===== src/rtl/svd_consts.vh =====
// svd_consts.vh: offsets, fields, reset values and timing of the supply detector
// assumes: included by the detector design files by bare name
`ifndef SVD_CONSTS_VH
`define SVD_CONSTS_VH

// ------------------------------------------------------------
// register byte addresses (word aligned)
// ------------------------------------------------------------
`define SVD_ADDR_CTRL 4'h0
`define SVD_ADDR_FLAG 4'h4
`define SVD_ADDR_IEN 4'h8
`define SVD_ADDR_GIE 4'hc

// ------------------------------------------------------------
// control register fields
// ------------------------------------------------------------
`define SVD_BIT_DIR 7
`define SVD_BIT_STABLE 5
`define SVD_BIT_EN 4
`define SVD_LEVEL_MSB 3
`define SVD_LEVEL_EXT 4'hf
`define SVD_CTRL_RESET 8'h05
`define SVD_LEVEL_RESET 4'h5
`define SVD_CTRL_WMASK 8'h9f

// ------------------------------------------------------------
// flag / enable bit positions
// ------------------------------------------------------------
`define SVD_BIT_EVENT 2
`define SVD_BIT_GIE 7

// ------------------------------------------------------------
// reference settle time
// ------------------------------------------------------------
`define SVD_SETTLE_NS 20000
`define SVD_CLK_NS 10
`define SVD_SETTLE_CYC ((`SVD_SETTLE_NS + `SVD_CLK_NS - 1) / `SVD_CLK_NS)

`endif


===== src/rtl/svd_detect.v =====
// svd_detect.v: supply high/low voltage detector control with avalon-mm slave
// assumes: analog comparator outputs arrive asynchronously on pins; a separate
// free-running settle timer pulse is not available, so a counter on i_clk_sys
// sized by a time constant stands in for the clock-independent interval.
//
// The Avalon-MM slave port and the placing of the registers were left to the implementer.
`timescale 1ns/10ps
`include "svd_consts.vh"

module svd_detect #(
  parameter SETTLE_CYC = `SVD_SETTLE_CYC
) (
  // clock and reset
  input wire i_clk_sys,
  input wire i_rst_n,
  // avalon-mm slave
  input wire [3:0] i_avs_address,
  input wire i_avs_read,
  input wire i_avs_write,
  input wire [31:0] i_avs_writedata,
  output reg [31:0] o_avs_readdata,
  output wire o_avs_waitrequest,
  // analog side
  input wire i_cmp_above,
  input wire i_cmp_below,
  input wire i_sleep,
  output wire o_detector_enable,
  output wire [3:0] o_trip_level_select,
  output wire o_use_external_trip_input,
  // interrupt and wake
  output wire o_irq,
  output wire o_wake
);

  // ------------------------------------------------------------
  // reset release
  // ------------------------------------------------------------
  reg [1:0] rst_sync;
  wire rst_n;

  // two stage release of the async reset
  always @(posedge i_clk_sys or negedge i_rst_n) begin
    if (!i_rst_n) begin
      rst_sync <= 2'h0;
    end else begin
      rst_sync <= {rst_sync[0], 1'b1};
    end
  end
  assign rst_n = rst_sync[1];

  // ------------------------------------------------------------
  // comparator input synchronisers
  // ------------------------------------------------------------
  reg [2:0] above_sync;
  reg [2:0] below_sync;
  reg above;
  reg below;

  // three flops; a level counts once stages two and three agree
  always @(posedge i_clk_sys or negedge rst_n) begin
    if (!rst_n) begin
      above_sync <= 3'h0;
      below_sync <= 3'h0;
      above <= 1'b0;
      below <= 1'b0;
    end else begin
      above_sync <= {above_sync[1:0], i_cmp_above};
      below_sync <= {below_sync[1:0], i_cmp_below};
      if (above_sync[2] == above_sync[1]) begin
        above <= above_sync[2];
      end
      if (below_sync[2] == below_sync[1]) begin
        below <= below_sync[2];
      end
    end
  end

  // ------------------------------------------------------------
  // registers
  // ------------------------------------------------------------
  reg trip_direction;
  reg detector_enable;
  reg [3:0] trip_level_select;
  reg reference_stable_flag;
  reg voltage_event_flag;
  reg voltage_event_irq_enable;
  reg global_irq_enable;
  reg [31:0] settle_cnt;
  wire wr_ctrl;
  wire wr_flag;
  wire trip_hit;
  wire event_set;
  wire stop_req;
  wire rd_first;
  reg rd_ack;

  assign wr_ctrl = i_avs_write && (i_avs_address == `SVD_ADDR_CTRL);
  assign wr_flag = i_avs_write && (i_avs_address == `SVD_ADDR_FLAG);

  assign trip_hit = trip_direction ? above : below;
  assign event_set = detector_enable && reference_stable_flag && trip_hit;
  // control write that turns the detector off
  assign stop_req = wr_ctrl && !i_avs_writedata[`SVD_BIT_EN];

  // bus writes to the control, irq enable and global enable registers
  always @(posedge i_clk_sys or negedge rst_n) begin
    if (!rst_n) begin
      trip_direction <= 1'b0;
      detector_enable <= 1'b0;
      trip_level_select <= `SVD_LEVEL_RESET;
      voltage_event_irq_enable <= 1'b0;
      global_irq_enable <= 1'b0;
    end else if (i_avs_write) begin
      case (i_avs_address)
        `SVD_ADDR_CTRL: begin
          trip_direction <= i_avs_writedata[`SVD_BIT_DIR];
          detector_enable <= i_avs_writedata[`SVD_BIT_EN];
          trip_level_select <= i_avs_writedata[`SVD_LEVEL_MSB:0];
        end
        `SVD_ADDR_IEN: voltage_event_irq_enable <= i_avs_writedata[`SVD_BIT_EVENT];
        `SVD_ADDR_GIE: global_irq_enable <= i_avs_writedata[`SVD_BIT_GIE];
        default: begin
        end
      endcase
    end
  end

  // settle timed as fixed interval; stable after count
  // drop on disable, already at the edge that writes enable low, so
  // the interrupt cannot outlive the enable bit by a cycle
  always @(posedge i_clk_sys or negedge rst_n) begin
    if (!rst_n) begin
      settle_cnt <= 32'h0;
      reference_stable_flag <= 1'b0;
    end else if (!detector_enable || stop_req) begin
      settle_cnt <= 32'h0;
      reference_stable_flag <= 1'b0;
    end else if (!reference_stable_flag) begin
      if (settle_cnt >= SETTLE_CYC - 1) begin
        reference_stable_flag <= 1'b1;
      end else begin
        settle_cnt <= settle_cnt + 32'h1;
      end
    end
  end

  // set on crossing; sticky until cleared, set wins over clear
  always @(posedge i_clk_sys or negedge rst_n) begin
    if (!rst_n) begin
      voltage_event_flag <= 1'b0;
    end else if (event_set) begin
      voltage_event_flag <= 1'b1;
    end else if (wr_flag) begin
      voltage_event_flag <= i_avs_writedata[`SVD_BIT_EVENT];
    end
  end

  // ------------------------------------------------------------
  // bus handshake
  // ------------------------------------------------------------
  // a read is held off for one cycle: the first edge loads the read data
  // flop, the second edge accepts the read with that data standing on the bus
  assign rd_first = i_avs_read && !rd_ack;

  // marks the second cycle of a read; a write never waits
  always @(posedge i_clk_sys or negedge rst_n) begin
    if (!rst_n) begin
      rd_ack <= 1'b0;
    end else begin
      rd_ack <= rd_first;
    end
  end

  // ------------------------------------------------------------
  // read data and outputs
  // ------------------------------------------------------------
  // registered read data; unmapped reads return zero
  always @(posedge i_clk_sys or negedge rst_n) begin
    if (!rst_n) begin
      o_avs_readdata <= 32'h0;
    end else if (rd_first) begin
      case (i_avs_address)
        `SVD_ADDR_CTRL: o_avs_readdata <= {24'h0, trip_direction, 1'b0,
          reference_stable_flag, detector_enable, trip_level_select};
        `SVD_ADDR_FLAG: o_avs_readdata <= {29'h0, voltage_event_flag, 2'h0};
        `SVD_ADDR_IEN: o_avs_readdata <= {29'h0, voltage_event_irq_enable, 2'h0};
        `SVD_ADDR_GIE: o_avs_readdata <= {24'h0, global_irq_enable, 7'h0};
        default: o_avs_readdata <= 32'h0;
      endcase
    end
  end

  // writes complete at once; reads wait for the data flop to load
  assign o_avs_waitrequest = rd_first;

  assign o_detector_enable = detector_enable;
  assign o_trip_level_select = trip_level_select;
  assign o_use_external_trip_input = (trip_level_select == `SVD_LEVEL_EXT);
  // irq needs both enables and stable reference
  assign o_irq = voltage_event_flag && voltage_event_irq_enable && global_irq_enable
    && reference_stable_flag;
  // wake from sleep on flag, independent of global enable
  assign o_wake = i_sleep && voltage_event_flag && voltage_event_irq_enable;

endmodule


===== config.mk =====
export PLATFORM = sky130hd
export DESIGN_NAME = svd_detect
export DESIGN_NICKNAME = d
export VERILOG_FILES = /design/src/rtl/svd_detect.v
export VERILOG_INCLUDE_DIRS = /design/src /design/src/rtl
export SDC_FILE = /design/constraint.sdc
export NUM_CORES = 1
export LEC_CHECK = 0
export CORE_UTILIZATION = 31
export CTS_CLUSTER_DIAMETER = 100
export DETAILED_ROUTE_END_ITERATION = 8
export DONT_BUFFER_PORTS = 1
export PLACE_DENSITY_LB_ADDON = 0.08
export SYNTH_ARGS = -nofsm -noshare
export SYNTH_HDL_FRONTEND = slang
export SYNTH_SLANG_ARGS = --single-unit

===== constraint.sdc =====
create_clock -name i_clk_sys -period 2.4 [get_ports i_clk_sys]
set_input_delay 0.24 -clock i_clk_sys [delete_from_list [all_inputs] [get_ports i_clk_sys]]
set_output_delay 0.24 -clock i_clk_sys [all_outputs]
set_load 0.01 [all_outputs]

**Word-level counts from Yosys, hierarchy flattened**

Index checks and enable logic that the tools add are counted.

- Output and inout port bits: 41
- Bits of input ports: 43
- Logic and storage cells: 56
- Bits in registers: 85

- Equal/unequal tests: 8
- Reduce and logical (&&, ||, !) cells: 21
- Multiplexer cells: 10
- Add/subtract/negate cells: 1
- Order comparisons: 1

Operator list:

| operator | count |
|---|---|
| $mux W32 | 3 |
| $add A32 B1 Y32 const B | 1 |
| $ge A32 B11 Y1 const B | 1 |
| $pmux W8 S4 | 1 |
| $eq A4 B4 Y1 const B | 3 |
| $logic_and A1 B1 Y1 | 11 |
| $reduce_and A2 Y1 | 4 |
| $mux W1 | 6 |
| $eq A4 B3 Y1 const B | 1 |
| $logic_not A4 Y1 | 1 |
| $logic_not A1 Y1 | 3 |
| $eq A1 B1 Y1 | 2 |
| $ne A2 B1 Y1 const B | 1 |
| $ne A2 B2 Y1 const B | 1 |
| $reduce_bool A2 Y1 | 1 |
| $logic_or A1 B1 Y1 | 1 |

**Longest topological paths before layout**

Gate-level depths: netlist of run 1.

- Depth after elaboration: 6
- Depth in mapped cells: 6
- Mapped depth without buffers: 5

**Least setup slack after synthesis of run 1**

Ideal clock, no wire load.

- Kind: register to register
- From: register settle_cnt[0]
- To: register settle_cnt[8]
- Setup slack: 0.509 ns
- Stages on the path, launching flop included: 7
- Library setup time: 0.079 ns
- Data required time: 2.321 ns
- Path buffers: 1
- Data arrival time: 1.811 ns
- Clock period less this slack: 1.891 ns
- Path through: dfrtp_1 ha_1 and3_4 o311a_4 buf_6 nor4_1 mux2i_1

- Word-level cells in the longest chain between the ends: 4
- Elaborated cells between the ends (all ways): 7
- Those cells by class: add/sub (1); order compare (1); eq/ne (1); mux (3); reduce/logical (1)

RTL lines:

| element | line | RTL |
|---|---|---|
| from (decl) | svd_detect.v:88 | `reg [31:0] settle_cnt;` |
| from (signal assigned) | svd_detect.v:142 | `settle_cnt <= settle_cnt + 32'h1;` |
| $add A32 B1 Y32 | svd_detect.v:142 |  |
| $mux W32 | svd_detect.v:139 | `if (settle_cnt >= SETTLE_CYC - 1) begin` |
| $mux W32 | svd_detect.v:138 | `end else if (!reference_stable_flag) begin` |
| $mux W32 | svd_detect.v:135 | `end else if (!detector_enable \|\| stop_req) begin` |

Several ways; a longest one is shown, not always the timed one. The select of a mux whose other input is x is not followed.
A chain may end at the register's enable or synchronous reset.

**Worst setup path after layout of run 1**

- From: register settle_cnt[0]
- To: register settle_cnt[0]

The elaborated chain is that of the path after synthesis.

==> results of run 1 <==
==> per-layer routing <==
metal / routed length (µm) / vias up
li1: - / 759
met1: 2180 / 765
met2: 2090 / 49
met3: 370 / 9
met4: 85 / 0
met5: 0 / -
==> worst max-delay path, stage by stage (launching register included) <==
cell	delay, ps
dfrtp_1	440
ha_1	300
and3_4	210
o311a_4	380
or4_1	480
a21oi_1	160
==> stage by stage <==
stage	cells	setup slack [ps]	hold slack, ps	cell area [µm²]
2_1_floorplan	250	509	-55.6	2740
3_3_place_gp	327	359	-55.5	2690
3_5_place_dp	327	359	-55.5	2690
4_1_cts	346	354	21.1	2900
5_1_grt	346	235	15.3	2900
6_report	346	357	39.5	2900
==> Yosys cell counts, drive strengths merged (2+ instances only) <==
cell,number,area (µm²)
dfstp,2,52.6
buf,29,214
nor4,12,90.1
o21ai,5,25.0
nand2,18,70.1
nor3,2,15.0
conb,2,7.51
a22o,5,43.8
maj3,2,20.0
nor2,5,18.8
and4,4,35.0
nand3,6,30.0
mux2i,10,100
and2,21,131
and3,3,23.8
a21oi,3,15.0
o21a,2,15.0
clkbuf,3,11.3
nand4,3,18.8
dfrtp,58,1450
inv,3,11.3
nand2b,8,50.1
mux2,7,78.8
==> how the worst min path moves through the flow <==
stage	from	endpoint	slack, ps	cells past startpoint
2_1_floorplan	i_rst_n	rst_sync[0]	-60	0
3_3_place_gp	i_rst_n	rst_sync[0]	-60	0
6_report	i_avs_writedata[2]	voltage_event_flag	40	2
4_1_cts	i_avs_writedata[2]	voltage_event_flag	20	2
5_1_grt	i_avs_writedata[2]	voltage_event_flag	20	2
3_5_place_dp	i_rst_n	rst_sync[0]	-60	0
==> state kept, by name, indices dropped and copies added, names as in the netlist, 2 cells and up <==
signal               flops
below_sync               3
above_sync               3
rst_sync                 2
o_trip_level_select      4
settle_cnt              32
o_avs_readdata           7
==> layout make-up <==
type / instances / area [µm²]
fillers: 832 / 5360
flip-flops and latches: 60 / 1510
multi-input cells: 155 / 1010
clock buffers: 11 / 131
well taps: 105 / 131
repair buffers: 7 / 60.1
clock inverters: 5 / 53.8
inverters: 3 / 11.3
==> cell families after synthesis <==
kind of cell,Yosys count,share of synthesized area
other,2,0.00283
DFF,60,0.567
muxes,17,0.0675
AOI/OAI and AO/OA,21,0.0608
adders and majority gates,3,0.0123
buffers and inverters,35,0.0891
and+or+nand+nor,88,0.200
==> timing repair <==
action	in CTS	in global routing
buffers inserted	0	0
endpoints found under the setup margin	0	0
hold endpoints to repair	4	0
hold buffers	3	0
==> power by group through the flow <==
stage / combinational (mW) / sequential [mW] / clock (mW)
global placement: 0.182 / 1.17 / 0
global route: 0.214 / 1.15 / 0.957
CTS: 0.189 / 1.14 / 0.913
finish: 0.183 / 1.14 / 0.866
floorplan: 0.165 / 1.16 / 0
detailed placement: 0.184 / 1.16 / 0
==> impl_metrics.tcl, run 1 <==
set metrics [dict create \
    status "completed" \
    p_leak_nw 1.34 \
    drc 0 \
    grt_pass1_vias 1573 \
    coreArea_um2 8260 \
    required_ps 2660 \
    drv_cap 0 \
    setup_viol 0 \
    netSwitchingFraction 0.262 \
    end_kind "register" \
    grt_usage 0.117 \
    yosysWarnings 0 \
    worst-path-max-fanout 14 \
    drt-initial-drc-count 111 \
    ant_nets 0 \
    clock.fmax_mhz 490 \
    cts-root-buf "clkbuf_8" \
    path_clk_slew_ps 70 \
    r2r_start "settle_cnt[0]" \
    io_pins 84 \
    startpoint "settle_cnt[0]" \
    cts_buffers 9 \
    vias 1582 \
    reg2reg_to "settle_cnt[0]" \
    via_per_inst 4.57 \
    post-route-min-period_ps 2040 \
    vdd_drop_max_mv 0.398 \
    portBuffers 0 \
    nNetsFinal 280 \
    wire_per_inst_um 13.7 \
    final_cell_mix "dfrtp_1, conb_1, and2_1" \
    slew_headroom 0.497 \
    syn_inst 226 \
    grt_use_met2 0.179 \
    period_share 0.851 \
    crit_path_start_kind "register" \
    power_switching_mw 0.574 \
    worst_slew_pin_slew_ps 754 \
    worstSetupPathType "register to register" \
    dr.pass1.iters 4 \
    grt-ovfl-total 0 \
    cts_resized 0 \
    rsz0062_at_grt "no" \
    cellPowerDensity_nw_per_um2 756 \
    r2r_slack_ps 360 \
    h-tree-depth 3 \
    seqPwrFrac 0.521 \
    pwr-share-comb 0.084 \
    grt_first_pass_wirelength_um 7770 \
    total_power_mw 2.19 \
    finish.utilization 0.351 \
    async_flop_share 1.00 \
    cp-endpoint "settle_cnt[0]" \
    syn_area_per_cell_um2 11.7 \
    clk_latency_ps 330 \
    synth_flop_cell "dfrtp_1" \
    die_h_um 94.5 \
    grt_use_met3 0.0523 \
    cts_sinks 60 \
    cts_tree "built" \
    routed_wl_um 4720 \
    hold_violations 0 \
    diodes 0 \
    synth-edff-count 0 \
    p_int_mw 1.62 \
    drive_above_1_share 0.149 \
    gp_congestion 0.706 \
    ys_seq_area_frac 0.567 \
    crit_arrival_ps 2300 \
    synth_seq_cells 60 \
    min_path_type "input port to register" \
    met1_usage 0.140 \
    placementRows 33 \
    fin_setup_tns_ps 0 \
    antenna_found_initial 0 \
    hpwl_um 3070 \
    final_common_cell "dfrtp_1" \
    skew_ps 7.97 \
    r2r_cells 5 \
    synth_cell_types 42 \
    syn-cell-area_um2 2650 \
    chipWidth_um 94.5 \
    pwr-share-clk 0.395 \
    cts_buffer_depth 2 \
    grt.busiest_layer "met2" \
    die-area_um2 8930 \
    grt_max_degree 59 \
    slew_violations 0 \
    areaGrowthSynthToFinish_pct 9.39 \
    initial_core_util 0.321 \
]
(Power assumes the default switching activity.)
==> inputs of run 2 (changes only) <==
--- a/config.mk
+++ b/config.mk
@@ -6,11 +6,14 @@
 export SDC_FILE = /design/constraint.sdc
 export NUM_CORES = 1
 export LEC_CHECK = 0
+export CELL_PAD_IN_SITES_DETAIL_PLACEMENT = 1
+export CELL_PAD_IN_SITES_GLOBAL_PLACEMENT = 1
 export CORE_UTILIZATION = 31
 export CTS_CLUSTER_DIAMETER = 100
 export DETAILED_ROUTE_END_ITERATION = 8
 export DONT_BUFFER_PORTS = 1
-export PLACE_DENSITY_LB_ADDON = 0.08
+export PLACE_DENSITY_LB_ADDON = 0.1
 export SYNTH_ARGS = -nofsm -noshare
 export SYNTH_HDL_FRONTEND = slang
 export SYNTH_SLANG_ARGS = --single-unit
+export TNS_END_PERCENT = 20
==> run 2 against run 1 <==
  * First-iteration DRC count is 79% lower
  * Flip-flop and latch count stayed put
  * Count of clock-buffer cells in the layout stayed put
  * Clock skew is 1.1 ps lower
  * Worst setup slack worse by 25 ps
  * Clock power is 20% higher
  * Via count is 2.5% higher
  * Sequential power hardly changed
  * Worst hold slack better by 15 ps
  * Final area is 1.5% higher
  * Register-to-register slack worse by 20 ps
  * Routed wire length is 5.3% higher
  * Critical path type unchanged
  * Largest power group unchanged
==> impl_metrics.tcl, run 2 (synthesized netlist as in run 1, its figures left out) <==
set metrics [dict create \
    status "completed" \
    vias 1622 \
    worstSetupPathType "register to register" \
    required_ps 2660 \
    vdd_drop_max_mv 0.256 \
    grt_pass1_vias 1730 \
    cts_tree "built" \
    netSwitchingFraction 0.247 \
    drt-initial-drc-count 23 \
    portBuffers 0 \
    total_power_mw 2.37 \
    path_clk_slew_ps 70 \
    post-route-min-period_ps 2070 \
    crit_path_start_kind "register" \
    slew_violations 0 \
    grt_max_degree 59 \
    cts_resized 0 \
    seqPwrFrac 0.484 \
    pwr-share-comb 0.077 \
    clk_latency_ps 330 \
    areaGrowthSynthToFinish_pct 11.0 \
    cts-root-buf "clkbuf_8" \
    power_switching_mw 0.586 \
    fin_setup_tns_ps 0 \
    gp_congestion 0.750 \
    min_path_type "input port to register" \
    diodes 0 \
    ant_nets 0 \
    coreArea_um2 8260 \
    die-area_um2 8930 \
    cellPowerDensity_nw_per_um2 805 \
    largest-register "settle_cnt" \
    end_kind "register" \
    period_share 0.861 \
    grt-ovfl-total 0 \
    pwr-share-clk 0.439 \
    chipWidth_um 94.5 \
    final_common_cell "dfrtp_1" \
    io_pins 84 \
    drv_cap 0 \
    hpwl_um 3360 \
    cts_buffer_depth 2 \
    routed_wl_um 4970 \
    nNetsFinal 279 \
    wire_per_inst_um 14.4 \
    dr.pass1.iters 2 \
    die_h_um 94.5 \
    placementRows 33 \
    antenna_found_initial 0 \
    drc 0 \
    cts_sinks 60 \
    fillers 912 \
    clock.fmax_mhz 484 \
    worst-path-max-fanout 14 \
    p_int_mw 1.78 \
    grt_usage 0.128 \
    initial_core_util 0.321 \
    grt_first_pass_wirelength_um 8620 \
    final_cell_mix "dfrtp_1, conb_1, and2_1" \
    h-tree-depth 3 \
    rsz0062_at_grt "no" \
    slew_headroom 0.523 \
    skew_ps 6.86 \
    via_per_inst 4.70 \
    worst_slew_pin_slew_ps 716 \
    crit_arrival_ps 2330 \
    cts_buffers 9 \
    largest_reg_flops 32 \
    setup_viol 0 \
    p_leak_nw 1.35 \
    hold_violations 0 \
    drive_above_1_share 0.154 \
]
run 2: cell count changes in the layout (fill, tap and decap cells not counted), sizes merged:
cell      change
clkinv        -3
clkinvlp      +2
buf           -1
bufinv        +1
run 2: final cells by class:
type	instances	area, µm²	share of cell area
clock buffer	11	151	0.0514
clock inverter	5	83.8	0.0285
inverter	3	11.3	0.00382
multi-input combinational	155	1010	0.343
sequential	60	1510	0.511
tap	105	131	0.0446
timing repair buffer	6	52.6	0.0178
run 2: worst paths after layout:
check	start	endpoint	slack, ps	cells past startpoint
hold / removal	i_avs_writedata[2]	voltage_event_flag	50	2
setup / recovery	settle_cnt[0]	settle_cnt[5]	330	5
hold reg to reg	rst_sync[0]	rst_sync[1]	340	0
setup reg to reg	settle_cnt[0]	settle_cnt[5]	330	5
max in group asynchronous	rst_sync[1]	settle_cnt[19]	1520	1
min in group asynchronous	i_rst_n	rst_sync[1]	130	1
run 2: what timing repair did:
action                                 CTS  global route
buffers inserted                         0             0
hold buffers                             3             0
endpoints found under the hold margin    4             0
run 2: power groups by stage:
| stage | Combinational, mW | Sequential, mW | Clock [mW] |
|---|---|---|---|
| 5_1_grt | 0.214 | 1.16 | 1.13 |
| 2_1_floorplan | 0.165 | 1.16 | 0 |
| 6_report | 0.182 | 1.15 | 1.04 |
| 3_3_place_gp | 0.182 | 1.17 | 0 |
| 4_1_cts | 0.190 | 1.15 | 1.09 |
| 3_5_place_dp | 0.185 | 1.17 | 0 |
run 2: per-stage QoR:
stage / instance area, µm² / utilization / cells / hold WS, ps / setup slack (ps)
global route: 2940 / 0.357 / 345 / 36.2 / 182
detailed placement: 2680 / 0.324 / 326 / -55.5 / 343
global placement: 2680 / 0.324 / 326 / -55.5 / 350
CTS: 2940 / 0.357 / 345 / 32.0 / 311
floorplan: 2740 / - / 250 / -55.6 / 509
finish: 2940 / 0.357 / 345 / 54.8 / 333
run 2: worst max-delay path, stage by stage, from the launching register on:
cell and delay (ps):
dfrtp_1 450, ha_1 310, and3_4 220, o311a_4 380, nor4b_1 430, mux2i_1 220
run 2: metal layers:
metal | up-vias | share of wire | global-route usage
li1 | 760 | - | -
met1 | 808 | 0.46 | 0.154
met2 | 43 | 0.46 | 0.208
met3 | 11 | 0.062 | 0.0443
met4 | 0 | 0.019 | 0.0568
met5 | - | 0 | 0
